File: config.mk
export PLATFORM = sky130hd
export DESIGN_NAME = mic_ctrl
export DESIGN_NICKNAME = d
export VERILOG_FILES = /design/src/mic_ctrl.v
export VERILOG_INCLUDE_DIRS = /design/src
export SDC_FILE = /design/constraint.sdc
export NUM_CORES = 1
export LEC_CHECK = 0
export CORE_ASPECT_RATIO = 0.5
export CORE_MARGIN = 2
export CORE_UTILIZATION = 35
export DETAILED_ROUTE_END_ITERATION = 7
export DONT_BUFFER_PORTS = 1
export GPL_ROUTABILITY_DRIVEN = 0
export SYNTH_ARGS = -nofsm -noshare
export SYNTH_HDL_FRONTEND = slang
export SYNTH_SLANG_ARGS = --single-unit
File: constraint.sdc
create_clock -name aclk -period 4.1 [get_ports aclk]
set_input_delay 0.205 -clock aclk [delete_from_list [all_inputs] [get_ports aclk]]
set_output_delay 0.205 -clock aclk [all_outputs]
set_load 0.03 [all_outputs]
File: src/mic_map.vh
// Purpose: register offsets, field positions and reset values of the
//          interrupt controller.
// Assumes: AXI4-Lite byte addresses, one 32-bit word per register.
// Notes:   definitions only.
`ifndef MIC_MAP_VH
`define MIC_MAP_VH

// register byte offsets
`define MIC_CTRL_OFF      8'h00
`define MIC_EN_OFF        8'h04
`define MIC_FLAG_OFF      8'h08
`define MIC_FLAG_CLR_OFF  8'h0C
`define MIC_FLAG_SET_OFF  8'h10
`define MIC_TMR_EN_OFF    8'h14
`define MIC_TMR_FLAG_OFF  8'h18
`define MIC_TMR_CLR_OFF   8'h1C
`define MIC_STATUS_OFF    8'h20
`define MIC_VEC_OFF       8'h24

// control register fields
`define MIC_CTRL_GIE_BIT  0

// source bit positions in flag and enable words
`define MIC_SRC_SER       0
`define MIC_SRC_CONV      1
`define MIC_SRC_LVS       2
`define MIC_SRC_NVM       3
`define MIC_SRC_GRP0      4
`define MIC_SRC_GRP1      5
`define MIC_NSRC          6

// vector codes, one per source
`define MIC_VEC_SER       3'h1
`define MIC_VEC_CONV      3'h2
`define MIC_VEC_LVS       3'h3
`define MIC_VEC_NVM       3'h4
`define MIC_VEC_GRP0      3'h5
`define MIC_VEC_GRP1      3'h6

// reset values
`define MIC_CTRL_RST      1'h0
`define MIC_EN_RST        6'h00
`define MIC_FLAG_RST      6'h00

// axi responses
`define MIC_RESP_OKAY     2'h0
`define MIC_RESP_SLVERR   2'h2

`endif

File: src/mic_ctrl.v
// Purpose: interrupt request, vectoring and wake-up logic of an 8-bit
//          controller, with an AXI4-Lite register slave.
// Assumes: one clock aclk, synchronous active-low reset, source event
//          inputs are one-cycle pulses synchronous to aclk.
// Notes:   timer modules are split over the two groups, the lower half
//          in group 0 and the upper half in group 1.
//
// How it works
// - serial flag sets on byte done, address match or time-out
// - vector only with global enable, source enable, stack room, flag set
// - serial service clears its flag and global enable
// - converter flag sets when a conversion finishes
// - converter service clears its flag and global enable
// - low-supply flag sets when the supply monitor reports low
// - low-supply service clears its flag and global enable
// - nonvolatile flag sets when a write cycle ends
// - nonvolatile service clears its flag and global enable
// - two group flags set when a member timer flag becomes set with its timer match enable set
// - group service clears only group flag and global enable
// - each timer has period and A match flags with enables
// - timer vectors need global, timer and group enables, stack room
// - any flag rising wakes from sleep or idle, enables ignored
// - disabling stops servicing only; flags stay until serviced or cleared
// - entry pushes only the program counter
// - irq return sets global enable; plain return leaves it cleared
// - new requests still latch while global enable is cleared
//
// The register offsets and the AXI4-Lite interface to the registers were decided locally.
`timescale 1ns/1ps
`default_nettype none
`include "mic_map.vh"

module mic_ctrl #(
    parameter NTMR = 4
) (
    // clock and reset
    input  wire            aclk,
    input  wire            aresetn,
    // axi4-lite write address
    input  wire [7:0]      s_axi_awaddr,
    input  wire            s_axi_awvalid,
    output reg             s_axi_awready,
    // axi4-lite write data
    input  wire [31:0]     s_axi_wdata,
    input  wire [3:0]      s_axi_wstrb,
    input  wire            s_axi_wvalid,
    output reg             s_axi_wready,
    // axi4-lite write response
    output reg  [1:0]      s_axi_bresp,
    output reg             s_axi_bvalid,
    input  wire            s_axi_bready,
    // axi4-lite read address
    input  wire [7:0]      s_axi_araddr,
    input  wire            s_axi_arvalid,
    output reg             s_axi_arready,
    // axi4-lite read data
    output reg  [31:0]     s_axi_rdata,
    output reg  [1:0]      s_axi_rresp,
    output reg             s_axi_rvalid,
    input  wire            s_axi_rready,
    // peripheral events
    input  wire            ser_byte_done,
    input  wire            ser_addr_match,
    input  wire            ser_timeout,
    input  wire            conv_done,
    input  wire            low_supply,
    input  wire            nvm_write_done,
    input  wire [NTMR-1:0] tmr_period_match,
    input  wire [NTMR-1:0] tmr_a_match,
    // cpu core sequencer
    input  wire            stack_full,
    input  wire            vec_ack,
    input  wire            irq_return_instr,
    input  wire            plain_return_instr,
    input  wire            sleep_mode,
    output reg             vec_req,
    output reg  [2:0]      vec_code,
    output reg             push_pc,
    output reg             wake_up
);

    localparam NG   = NTMR / 2;
    localparam NSRC = `MIC_NSRC;

    // vector handshake states
    localparam ST_IDLE = 2'b01;
    localparam ST_REQ  = 2'b10;

    reg             global_irq_en;
    reg  [NSRC-1:0] src_en_reg;
    reg  [NSRC-1:0] src_flag_reg;
    reg  [NTMR-1:0] timer_period_match_en;
    reg  [NTMR-1:0] timer_a_match_en;
    reg  [NTMR-1:0] timer_period_match_flag;
    reg  [NTMR-1:0] timer_a_match_flag;
    reg  [1:0]      state_reg;
    reg  [2:0]      svc_src_reg;
    reg  [NSRC-1:0] flag_prev_reg;
    reg  [2*NTMR-1:0] tflag_prev_reg;

    // timer flags with new rising events this cycle
    wire [NTMR-1:0] tp_set = tmr_period_match & ~timer_period_match_flag;
    wire [NTMR-1:0] ta_set = tmr_a_match & ~timer_a_match_flag;

    // per-group: a member newly raised and enabled at timer level
    wire [NTMR-1:0] t_new = (tp_set & timer_period_match_en)
                          | (ta_set & timer_a_match_en);
    wire grp0_evt = |t_new[NG-1:0];
    wire grp1_evt = |t_new[NTMR-1:NG];

    wire [NSRC-1:0] src_evt;
    assign src_evt[`MIC_SRC_SER]  = ser_byte_done | ser_addr_match
                                  | ser_timeout;
    assign src_evt[`MIC_SRC_CONV] = conv_done;
    assign src_evt[`MIC_SRC_LVS]  = low_supply;
    assign src_evt[`MIC_SRC_NVM]  = nvm_write_done;
    assign src_evt[`MIC_SRC_GRP0] = grp0_evt;
    assign src_evt[`MIC_SRC_GRP1] = grp1_evt;

    // requests eligible for vectoring
    wire [NSRC-1:0] pend = src_flag_reg & src_en_reg;
    wire            can_vec = global_irq_en & ~stack_full;

    // fixed priority: lowest source index first
    reg  [2:0]      pick_code;
    reg  [2:0]      pick_src;
    reg             pick_any;
    always @* begin
        pick_any  = 1'b1;
        pick_code = 3'h0;
        pick_src  = 3'h0;
        if (pend[`MIC_SRC_SER]) begin
            pick_code = `MIC_VEC_SER;
            pick_src  = `MIC_SRC_SER;
        end else if (pend[`MIC_SRC_CONV]) begin
            pick_code = `MIC_VEC_CONV;
            pick_src  = `MIC_SRC_CONV;
        end else if (pend[`MIC_SRC_LVS]) begin
            pick_code = `MIC_VEC_LVS;
            pick_src  = `MIC_SRC_LVS;
        end else if (pend[`MIC_SRC_NVM]) begin
            pick_code = `MIC_VEC_NVM;
            pick_src  = `MIC_SRC_NVM;
        end else if (pend[`MIC_SRC_GRP0]) begin
            pick_code = `MIC_VEC_GRP0;
            pick_src  = `MIC_SRC_GRP0;
        end else if (pend[`MIC_SRC_GRP1]) begin
            pick_code = `MIC_VEC_GRP1;
            pick_src  = `MIC_SRC_GRP1;
        end else begin
            pick_any  = 1'b0;
        end
    end

    // ---- axi4-lite slave
    reg        aw_hold_reg;
    reg [7:0]  aw_addr_reg;
    reg        w_hold_reg;
    reg [31:0] w_data_reg;
    reg [3:0]  w_strb_reg;

    wire do_write = aw_hold_reg & w_hold_reg & ~s_axi_bvalid;
    wire wr_full  = &w_strb_reg;
    wire [31:0] wv = w_data_reg;

    // write decode, only full-word writes take effect
    wire wr_ctrl  = do_write & wr_full & (aw_addr_reg == `MIC_CTRL_OFF);
    wire wr_en    = do_write & wr_full & (aw_addr_reg == `MIC_EN_OFF);
    wire wr_fclr  = do_write & wr_full & (aw_addr_reg == `MIC_FLAG_CLR_OFF);
    wire wr_fset  = do_write & wr_full & (aw_addr_reg == `MIC_FLAG_SET_OFF);
    wire wr_ten   = do_write & wr_full & (aw_addr_reg == `MIC_TMR_EN_OFF);
    wire wr_tclr  = do_write & wr_full & (aw_addr_reg == `MIC_TMR_CLR_OFF);

    reg wr_known;
    always @* begin
        if (aw_addr_reg == `MIC_CTRL_OFF)
            wr_known = 1'b1;
        else if (aw_addr_reg == `MIC_EN_OFF)
            wr_known = 1'b1;
        else if (aw_addr_reg == `MIC_FLAG_CLR_OFF)
            wr_known = 1'b1;
        else if (aw_addr_reg == `MIC_FLAG_SET_OFF)
            wr_known = 1'b1;
        else if (aw_addr_reg == `MIC_TMR_EN_OFF)
            wr_known = 1'b1;
        else if (aw_addr_reg == `MIC_TMR_CLR_OFF)
            wr_known = 1'b1;
        else
            wr_known = 1'b0;
    end

    always @(posedge aclk) begin
        if (!aresetn) begin
            aw_hold_reg   <= 1'b0;
            aw_addr_reg   <= 8'h00;
            w_hold_reg    <= 1'b0;
            w_data_reg    <= 32'h00000000;
            w_strb_reg    <= 4'h0;
            s_axi_awready <= 1'b0;
            s_axi_wready  <= 1'b0;
            s_axi_bvalid  <= 1'b0;
            s_axi_bresp   <= `MIC_RESP_OKAY;
        end else begin
            s_axi_awready <= 1'b0;
            s_axi_wready  <= 1'b0;
            if (s_axi_awvalid && !aw_hold_reg && !s_axi_awready) begin
                s_axi_awready <= 1'b1;
                aw_hold_reg   <= 1'b1;
                aw_addr_reg   <= s_axi_awaddr;
            end
            if (s_axi_wvalid && !w_hold_reg && !s_axi_wready) begin
                s_axi_wready <= 1'b1;
                w_hold_reg   <= 1'b1;
                w_data_reg   <= s_axi_wdata;
                w_strb_reg   <= s_axi_wstrb;
            end
            if (do_write) begin
                s_axi_bvalid <= 1'b1;
                s_axi_bresp  <= wr_known ? `MIC_RESP_OKAY : `MIC_RESP_SLVERR;
                aw_hold_reg  <= 1'b0;
                w_hold_reg   <= 1'b0;
            end else if (s_axi_bvalid && s_axi_bready) begin
                s_axi_bvalid <= 1'b0;
            end
        end
    end

    // read side
    reg [31:0] rd_val;
    reg        rd_ok;
    always @* begin
        rd_val = 32'h00000000;
        rd_ok  = 1'b1;
        if (s_axi_araddr == `MIC_CTRL_OFF)
            rd_val[`MIC_CTRL_GIE_BIT] = global_irq_en;
        else if (s_axi_araddr == `MIC_EN_OFF)
            rd_val[NSRC-1:0] = src_en_reg;
        else if (s_axi_araddr == `MIC_FLAG_OFF)
            rd_val[NSRC-1:0] = src_flag_reg;
        else if (s_axi_araddr == `MIC_FLAG_CLR_OFF)
            rd_val = 32'h00000000;
        else if (s_axi_araddr == `MIC_FLAG_SET_OFF)
            rd_val = 32'h00000000;
        else if (s_axi_araddr == `MIC_TMR_EN_OFF)
            rd_val[2*NTMR-1:0] = {timer_a_match_en, timer_period_match_en};
        else if (s_axi_araddr == `MIC_TMR_FLAG_OFF)
            rd_val[2*NTMR-1:0] = {timer_a_match_flag,
                                  timer_period_match_flag};
        else if (s_axi_araddr == `MIC_TMR_CLR_OFF)
            rd_val = 32'h00000000;
        else if (s_axi_araddr == `MIC_STATUS_OFF)
            rd_val[3:0] = {wake_up, vec_req, stack_full, sleep_mode};
        else if (s_axi_araddr == `MIC_VEC_OFF)
            rd_val[2:0] = svc_src_reg;
        else
            rd_ok = 1'b0;
    end

    always @(posedge aclk) begin
        if (!aresetn) begin
            s_axi_arready <= 1'b0;
            s_axi_rvalid  <= 1'b0;
            s_axi_rdata   <= 32'h00000000;
            s_axi_rresp   <= `MIC_RESP_OKAY;
        end else begin
            s_axi_arready <= 1'b0;
            if (s_axi_arvalid && !s_axi_rvalid && !s_axi_arready)
                s_axi_arready <= 1'b1;
            // data only after the address handshake, as the bus requires
            if (s_axi_arvalid && s_axi_arready) begin
                s_axi_rvalid  <= 1'b1;
                s_axi_rdata   <= rd_val;
                s_axi_rresp   <= rd_ok ? `MIC_RESP_OKAY : `MIC_RESP_SLVERR;
            end else if (s_axi_rvalid && s_axi_rready) begin
                s_axi_rvalid <= 1'b0;
            end
        end
    end

    // ---- vectoring handshake with the sequencer
    wire svc = (state_reg == ST_REQ) & vec_ack;
    wire [NSRC-1:0] svc_clr = svc ? (6'h01 << svc_src_reg) : 6'h00;

    always @(posedge aclk) begin
        if (!aresetn) begin
            state_reg   <= ST_IDLE;
            vec_req     <= 1'b0;
            vec_code    <= 3'h0;
            svc_src_reg <= 3'h0;
            push_pc     <= 1'b0;
        end else begin
            push_pc <= 1'b0;
            case (state_reg)
                ST_IDLE: begin
                    if (can_vec && pick_any) begin
                        state_reg   <= ST_REQ;
                        vec_req     <= 1'b1;
                        vec_code    <= pick_code;
                        svc_src_reg <= pick_src;
                    end
                end
                ST_REQ: begin
                    if (vec_ack) begin
                        state_reg <= ST_IDLE;
                        vec_req   <= 1'b0;
                        push_pc   <= 1'b1;
                    end
                end
                default: begin
                    state_reg <= ST_IDLE;
                    vec_req   <= 1'b0;
                end
            endcase
        end
    end

    // ---- global enable, source enables and flags
    // events win over clears so nothing raised in a clear cycle is lost
    always @(posedge aclk) begin
        if (!aresetn) begin
            global_irq_en <= `MIC_CTRL_RST;
            src_en_reg    <= `MIC_EN_RST;
            src_flag_reg  <= `MIC_FLAG_RST;
        end else begin
            if (svc)
                global_irq_en <= 1'b0;
            else if (irq_return_instr)
                global_irq_en <= 1'b1;
            else if (wr_ctrl)
                global_irq_en <= wv[`MIC_CTRL_GIE_BIT];
            if (wr_en)
                src_en_reg <= wv[NSRC-1:0];
            src_flag_reg <= (src_flag_reg
                             & ~svc_clr
                             & ~(wr_fclr ? wv[NSRC-1:0] : 6'h00))
                            | (wr_fset ? wv[NSRC-1:0] : 6'h00)
                            | src_evt;
        end
    end

    // ---- timer module flags and enables, one slice per timer
    genvar gi;
    generate
        for (gi = 0; gi < NTMR; gi = gi + 1) begin : g_tmr
            always @(posedge aclk) begin
                if (!aresetn) begin
                    timer_period_match_en[gi]   <= 1'b0;
                    timer_a_match_en[gi]        <= 1'b0;
                    timer_period_match_flag[gi] <= 1'b0;
                    timer_a_match_flag[gi]      <= 1'b0;
                end else begin
                    if (wr_ten) begin
                        timer_period_match_en[gi] <= wv[gi];
                        timer_a_match_en[gi]      <= wv[NTMR+gi];
                    end
                    // group service leaves these untouched
                    if (tmr_period_match[gi])
                        timer_period_match_flag[gi] <= 1'b1;
                    else if (wr_tclr && wv[gi])
                        timer_period_match_flag[gi] <= 1'b0;
                    if (tmr_a_match[gi])
                        timer_a_match_flag[gi] <= 1'b1;
                    else if (wr_tclr && wv[NTMR+gi])
                        timer_a_match_flag[gi] <= 1'b0;
                end
            end
        end
    endgenerate

    // ---- wake-up on any flag rising, enables ignored
    // a flag already high before sleep gives no edge, so cannot wake
    wire [NSRC-1:0]   f_rise = src_flag_reg & ~flag_prev_reg;
    wire [2*NTMR-1:0] t_cur  = {timer_a_match_flag, timer_period_match_flag};
    wire [2*NTMR-1:0] t_rise = t_cur & ~tflag_prev_reg;

    always @(posedge aclk) begin
        if (!aresetn) begin
            flag_prev_reg  <= `MIC_FLAG_RST;
            tflag_prev_reg <= {2*NTMR{1'b0}};
            wake_up        <= 1'b0;
        end else begin
            flag_prev_reg  <= src_flag_reg;
            tflag_prev_reg <= t_cur;
            if (sleep_mode && ((|f_rise) || (|t_rise)))
                wake_up <= 1'b1;
            else if (!sleep_mode)
                wake_up <= 1'b0;
        end
    end

    // plain return changes nothing here: global enable stays as it is
    wire unused_ok = plain_return_instr;

endmodule
`default_nettype wire

==> results.cfg, run 1 <==
[floorplanning]
initial_utilization = 0.365
die_x_um = 157
core-area_um2 = 11200
io_pins = 125
die_h_um = 80.4
rows = 27
die_area_um2 = 12600

[cells_and_area]
fin_util = 0.421
drive_above_1_share = 0.0539
fin_area_um2 = 4710
nets = 575
syn_to_final_growth_pct = 15.3
antennaDiodeCount = 0
layout_common_cells = dfxtp_1 (90), nand2_1 (57), nor2_1 (56)
instances_no_fill = 660
final_common_cell = dfxtp_1
fillerInstances = 1128

[timing]
final_hold_viol_count = 0
setup_viol = 0
min_period_ns = 2.69
timing.slew.headroom = 0.292
fmax_mhz = 372
rsz0062_at_grt = false
hold_slack_ns = 0.0102
worst_pin_slew_ns = 1.06
period_share = 0.656
skew_ns = 0.00646
layout_setup_ws_ns = 1.41
drv_slew = 0
tns_ns = 0

[pwr]
total_power_mw = 2.03
peakVddDrop_v = 0.000198
p_leak_nw = 1.82
power_density_nw_per_um2 = 431

[yosys]
synth_area_leaders = dfxtp_1 (44%), mux2i_1 (6.1%), nand2_1 (5.2%)
synth_area_um2 = 4090
async_reset_ff_frac = 0
synth_ff_type = dfxtp_1
synth.avg_cell_area_um2 = 8.49
synth_area_leader_cell = dfxtp_1
synth_edf_count = 0
synth.top_cell.area_share = 0.441
synth_cells = 481
yosysWarnings = 0
seq_area_frac_synth = 0.441
synth.distinct_cells = 52
synth-seq-cells = 90

[clock_tree]
clk-insertion-delay-late_ns = 0.34
path_clk_slew_ns = 0.06
root_buffer = clkbuf_16
ctsHtreeMaxLevel = 3
hold_buffers = 29
cts_tree = yes
cts-resized-gates = 0
cts.sinks = 90
cts.path.max_buffers = 2
numCtsBuffers = 9
cts_setup_buffers = 0

[route]
vias = 3412
route.detailed.drc = 0
wl_per_cell_um = 16.9
drt-total-wl_um = 11100
drtPass1Iterations = 4
first_iter_violations = 195
postRouteAntennaNets = 0
via_per_inst = 5.17

[global_route]
grt_use_total = 0.182
grt.overflow.total = 0
grt_pass1_vias = 3245
antenna_found_initial = 0
grt_max_degree = 38
grt_pass1_wl_um = 17100

[job]
maxCapViolCount = 0

[worst_setup_path]
critPathArrivalTime_ns = 2.91
worstSetupPathType = register to register
critical_path_required_ns = 4.33
start_kind = register
critPathMaxFanout = 8
cp-end-kind = register

[run_status]
status = finished clean

[placed_design]
place_area_um2 = 4100
pre_cts_ws_ns = 1.94
port_buffers = 0
place_hpwl_um = 7750
place_inst = 616

[min_path]
hold_path.class = input port to register
routing by layer:
metal  track usage  wire [um]  part of all wire
met2         0.277       4660              0.42
met3        0.0637       1130              0.10
met4        0.0578        137             0.012
met1         0.242       5220              0.47
met5             0          0                 0
worst max-delay path, stage by stage (launching register included):
cell and delay [ns]:
dfxtp_1 0.43, nand3b_1 0.39, nor4_4 0.41, and4_1 0.48, a21oi_1 0.12, o21a_1 0.18
dlygate4sd3_1 0.56
cell families (layout without fill, tap and decap cells):
kind of cell,Yosys count,count (layout),synth area share
flops,90,90,0.441
compound gates,122,122,0.198
buf+inv,76,71,0.0952
simple gates,165,165,0.198
mux,27,27,0.0668
other cells,1,26,0.000918
power breakdown:
| group | total [mW] | leakage [nW] | switching, mW | internal (mW) |
|---|---|---|---|---|
| combinational | 0.182 | 0.927 | 0.112 | 0.0698 |
| sequential | 0.960 | 0.737 | 0.0478 | 0.912 |
| clock | 0.888 | 0.152 | 0.339 | 0.549 |
| total | 2.03 | 1.82 | 0.499 | 1.53 |
cell type report:
| class | instances | area [um^2] | area share |
|---|---|---|---|
| timing repair buffer | 31 | 305 | 0.0648 |
| clock inverter | 4 | 76.3 | 0.0162 |
| clock buffer | 11 | 243 | 0.0515 |
| sequential | 90 | 1800 | 0.382 |
| inverter | 25 | 93.8 | 0.0199 |
| tap | 159 | 199 | 0.0422 |
| multi-input combinational | 340 | 1990 | 0.423 |
synthesized netlist by cell type (all sizes together) (4+ instances only):
library cell	number
a21oi	41
a221o	5
a221oi	5
a22o	5
a22oi	8
a311oi	4
a31oi	5
and2	5
buf	28
clkbuf	23
dfxtp	90
inv	25
mux2i	25
nand2	57
nand3	4
nand3b	5
nor2	56
nor2b	6
nor3	8
nor4	6
o21a	8
o21ai	15
o22ai	8
worst paths after layout:
check | from | endpoint | slack (ns) | cells past startpoint
setup / recovery | s_axi_bvalid$_SDFFE_PN0P_ | t_cur[2]$_SDFFE_PN0P_ | 1.41 | 6
hold / removal | s_axi_wstrb[3] | w_strb_reg[3]$_SDFFE_PN0P_ | 0.01 | 2
setup reg to reg | s_axi_bvalid$_SDFFE_PN0P_ | t_cur[2]$_SDFFE_PN0P_ | 1.41 | 6
hold reg to reg | w_strb_reg[0]$_SDFFE_PN0P_ | w_strb_reg[0]$_SDFFE_PN0P_ | 0.46 | 2
Note: power is estimated with default switching activity, not from simulation.
==> run 2, diff against run 1 <==
==> constraint.sdc (replaced) <==
create_clock -name aclk -period 2.3 [get_ports aclk]
set_input_delay 0.115 -clock aclk [delete_from_list [all_inputs] [get_ports aclk]]
set_output_delay 0.115 -clock aclk [all_outputs]
set_load 0.03 [all_outputs]
==> run 2 against run 1 <==
Net effect:
- worst setup slack got worse by 1.2 ns
- cell count rose by 3.6%
- critical path depth fell by 2
- global-route usage barely moved
- design area rose by 4.1%
- routed wire length fell by 0.22%
- largest power group unchanged
==> results.cfg, run 2 (synthesized netlist as in run 1, its figures left out) <==
[run_status]
status = finished clean

[clock_tree]
hold_buffers = 44
clk-insertion-delay-late_ns = 0.34
cts_tree = yes
cts.path.max_buffers = 2
cts-resized-gates = 0
cts.sinks = 90
numCtsBuffers = 9
path_clk_slew_ns = 0.06
ctsHtreeMaxLevel = 3
root_buffer = clkbuf_16
cts_setup_buffers = 0

[cells_and_area]
fillerInstances = 1125
fin_area_um2 = 4900
syn_to_final_growth_pct = 20.0
drive_above_1_share = 0.0705
layout_common_cells = dfxtp_1 (90), nand2_1 (57), nor2_1 (56)
multiInputGateArea_um2 = 1990
seqCellArea_um2 = 1800
antennaDiodeCount = 0
instances_no_fill = 684
final_common_cell = dfxtp_1
nets = 598

[worst_setup_path]
crit_slowest_cell = dlygate4sd3_1
critPathMaxFanout = 26
critPathArrivalTime_ns = 2.40
critical_path_required_ns = 2.58
start_kind = input port
cp-end-kind = register
cp_top_family = buffers and inverters
r2r-start = aw_hold_reg$_SDFFE_PP0P_
cp-startpoint = aresetn
worstSetupPathType = input port to register
crit_chain = dlygate4sd3_1 -> o21ai_0 -> a41oi_1 -> dlygate4sd3_1
max_stage_delay_ns = 1.29
crit_top_cell = dlygate4sd3_1
cp_num_buf_inv = 2

[route]
wl_met2_um = 4580
route.detailed.drc = 0
drt-total-wl_um = 11100
wl_per_cell_um = 16.3
vias = 3525
first_iter_violations = 248
wl_met3_um = 878
top_layer_used = met4
via_per_inst = 5.15
postRouteAntennaNets = 0
drtPass1Iterations = 4
m1WireLength_um = 5590

[timing]
setup_viol = 0
skew_ns = 0.00948
period_share = 0.921
timing.slew.headroom = 0.242
final_hold_viol_count = 0
rsz0062_at_grt = false
hold_slack_ns = 0.0255
fmax_mhz = 472
worst_pin_slew_ns = 1.13
tns_ns = 0
layout_setup_ws_ns = 0.182
min_period_ns = 2.12
drv_slew = 0

[global_route]
grt_pass1_vias = 3254
grt_pass1_wl_um = 17400
grt_max_degree = 33
grt.overflow.total = 0
grt_use_total = 0.182
antenna_found_initial = 0

[min_path]
hold_path.class = input port to register
hold_path_startpoint = aresetn

[pwr]
p_leak_nw = 1.90
peakVddDrop_v = 0.000464
power_density_nw_per_um2 = 725

[placed_design]
port_buffers = 0
place_hpwl_um = 7850
place_area_um2 = 4160
place_inst = 624
pre_cts_ws_ns = 0.364

[job]
maxCapViolCount = 0

[floorplanning]
die_h_um = 80.4
initial_utilization = 0.365
die_area_um2 = 12600
die_x_um = 157
core-area_um2 = 11200
rows = 27
io_pins = 125
run 2: cell types whose count changed in the layout (fill, tap and decap cells not counted):
cell           change
inv_6              +2
dlygate4sd3_1     +15
clkinv_4           -1
clkbuf_8           -1
clkbuf_1           -1
buf_4              +8
bufinv_16          -1
clkinv_2           +1
clkinvlp_4         +2
run 2: area by class of cell:
class,count,area share
timing repair buffer,54,0.105
inverter,25,0.0191
clock inverter,7,0.0153
tap,159,0.0406
multi-input combinational,340,0.406
clock buffer,9,0.0459
sequential,90,0.367
run 2: final timing paths:
path	cells after the start	slack [ns]	end
setup / recovery	4	0.18	s_axi_rresp[1]$_SDFFE_PN0P_
hold / removal	2	0.03	s_axi_rdata[3]$_SDFFE_PN0P_
setup reg to reg	5	0.35	src_flag_reg[0]$_SDFF_PN0_
hold reg to reg	2	0.46	w_strb_reg[0]$_SDFFE_PN0P_
run 2: stage by stage:
stage                      util  power, mW
final                     0.439       3.56
after global routing      0.439       3.69
after CTS                 0.439       3.59
after detailed placement  0.372       2.03
after global placement    0.372       2.02
after floorplan               -       2.00
run 2: power breakdown:
| part | internal [mW] | leakage [nW] | total [mW] | switching, mW |
|---|---|---|---|---|
| combinational | 0.148 | 1.03 | 0.354 | 0.207 |
| sequential | 1.62 | 0.737 | 1.71 | 0.0853 |
| clock | 0.848 | 0.138 | 1.49 | 0.644 |
run 2: per-layer routing:
metal  track usage  vias to the layer above
met5             0                        -
met4        0.0394                        0
met3        0.0518                        6
met2         0.268                      140
met1         0.262                     1651
li1              -                     1728
==> run 3, diff against run 2 <==
--- a/config.mk
+++ b/config.mk
@@ -12,6 +12,7 @@
 export DETAILED_ROUTE_END_ITERATION = 7
 export DONT_BUFFER_PORTS = 1
 export GPL_ROUTABILITY_DRIVEN = 0
+export PLACE_DENSITY = 0.59
 export SYNTH_ARGS = -nofsm -noshare
 export SYNTH_HDL_FRONTEND = slang
 export SYNTH_SLANG_ARGS = --single-unit
==> run 3 against run 2 <==
Net effect:
- register-to-register slack lost 0.05 ns
- cell count shrank 0.15%
- core utilization shrank 0.32 points
- first-iteration DRC count shrank 16%
- worst setup slack gained 0.091 ns
- routed wire length grew 0.39%
- critical path depth is the same
- sequential share of layout area grew 0.27 points
- die area is the same
- largest power group unchanged
- largest cell class unchanged
==> results.cfg, run 3 (synthesized netlist as in run 1, its figures left out) <==
[global_route]
grt_use_total = 0.187
grt_max_degree = 35
grt.overflow.total = 0
grt_pass1_wl_um = 17700
grt_pass1_vias = 3272
antenna_found_initial = 0

[timing]
skew_ns = 0.00464
rsz0062_at_grt = false
drv_slew = 0
timing.slew.headroom = 0.296
fmax_mhz = 493
tns_ns = 0
min_period_ns = 2.03
setup_viol = 0
period_share = 0.881
final_hold_viol_count = 0
worst_pin_slew_ns = 1.05

[worst_setup_path]
critPathMaxFanout = 26
r2r-start = aw_hold_reg$_SDFFE_PP0P_
crit_slowest_cell = dlygate4sd3_1
cp_top_family = buffers and inverters
max_stage_delay_ns = 1.23
cp_num_buf_inv = 2
critPathArrivalTime_ns = 2.31
critical_path_required_ns = 2.59
crit_top_cell = dlygate4sd3_1
cp-end-kind = register
cp-startpoint = aresetn
crit_chain = dlygate4sd3_1 -> o21ai_0 -> a41oi_1 -> dlygate4sd3_1
start_kind = input port
worstSetupPathType = input port to register

[cells_and_area]
antennaDiodeCount = 0
fin_util = 0.435
drive_above_1_share = 0.0668
final_common_cell = dfxtp_1
syn_to_final_growth_pct = 19.1
fin_area_um2 = 4870
fillerInstances = 1117
layout_common_cells = dfxtp_1 (90), nand2_1 (57), nor2_1 (56)
nets = 597

[floorplanning]
core-area_um2 = 11200
die_x_um = 157
io_pins = 125
initial_utilization = 0.365
rows = 27
die_area_um2 = 12600
die_h_um = 80.4

[clock_tree]
numCtsBuffers = 9
path_clk_slew_ns = 0.06
cts_tree = yes
cts.sinks = 90
cts.path.max_buffers = 2
root_buffer = clkbuf_16
cts_setup_buffers = 0
clk-insertion-delay-late_ns = 0.34
ctsHtreeMaxLevel = 3

[placed_design]
place_hpwl_um = 7830
place_area_um2 = 4160
port_buffers = 0

[route]
drtPass1Iterations = 4
drt-total-wl_um = 11200
route.detailed.drc = 0
vias = 3548
postRouteAntennaNets = 0
via_per_inst = 5.19
first_iter_violations = 208
wl_per_cell_um = 16.3

[run_status]
status = finished clean

[pwr]
power.switching_uw = 895
p_clk_frac = 0.399
power_density_nw_per_um2 = 704
p_seq_frac = 0.499
total_power_mw = 3.43
p_leak_nw = 1.89
combPwrFrac = 0.102
p_sw_frac = 0.261
intPower_mw = 2.53
peakVddDrop_v = 0.000349

[job]
maxCapViolCount = 0

[min_path]
hold_path_startpoint = s_axi_araddr[3]
hold_path.class = input port to register
-- run 3: final timing paths --
kind / to / slack [ns] / cells past startpoint
setup / recovery: s_axi_rresp[1]$_SDFFE_PN0P_ / 0.27 / 4
hold / removal: s_axi_rdata[1]$_SDFFE_PN0P_ / 0.03 / 2
hold reg to reg: w_strb_reg[0]$_SDFFE_PN0P_ / 0.46 / 2
setup reg to reg: src_flag_reg[0]$_SDFF_PN0_ / 0.30 / 5
-- run 3: per-stage QoR --
step | hold slack (ns) | worst slack, ns | instances
6_report | 0.0318 | 0.273 | 683
3_3_place_gp | 0.236 | 0.343 | 624
2_1_floorplan | 0.231 | 0.432 | 506
4_1_cts | 0.0169 | 0.267 | 683
3_5_place_dp | 0.237 | 0.340 | 624
5_1_grt | 0.0222 | 0.140 | 683
-- run 3: power by group through the flow --
stage	clock [mW]	combinational, mW	sequential (mW)
after detailed placement	0	0.285	1.74
after CTS	1.41	0.352	1.71
final	1.37	0.350	1.71
after global placement	0	0.282	1.74
after global routing	1.47	0.392	1.72
after floorplan	0	0.286	1.71
-- run 3: layer usage --
layer	vias to the layer above	global-route usage	part of all wire
met2	153	0.283	0.42
met3	12	0.0518	0.094
met4	0	0.0550	0.013
met5	-	0	0
li1	1715	-	-
met1	1668	0.258	0.47
-- run 3: final cells by class --
class	count	area [um^2]	area share
multi-input cells	340	1990	0.410
flip-flops and latches	90	1800	0.370
repair buffers	53	505	0.104
clock buffers	12	246	0.0506
well taps	159	199	0.0409
inverters	25	93.8	0.0193
clock inverters	4	27.5	0.00566
-- run 3: repair_timing --
item	in CTS	in global routing
hold buffers	43	0
gates resized for setup	0	0
endpoints found under the hold margin	51	0
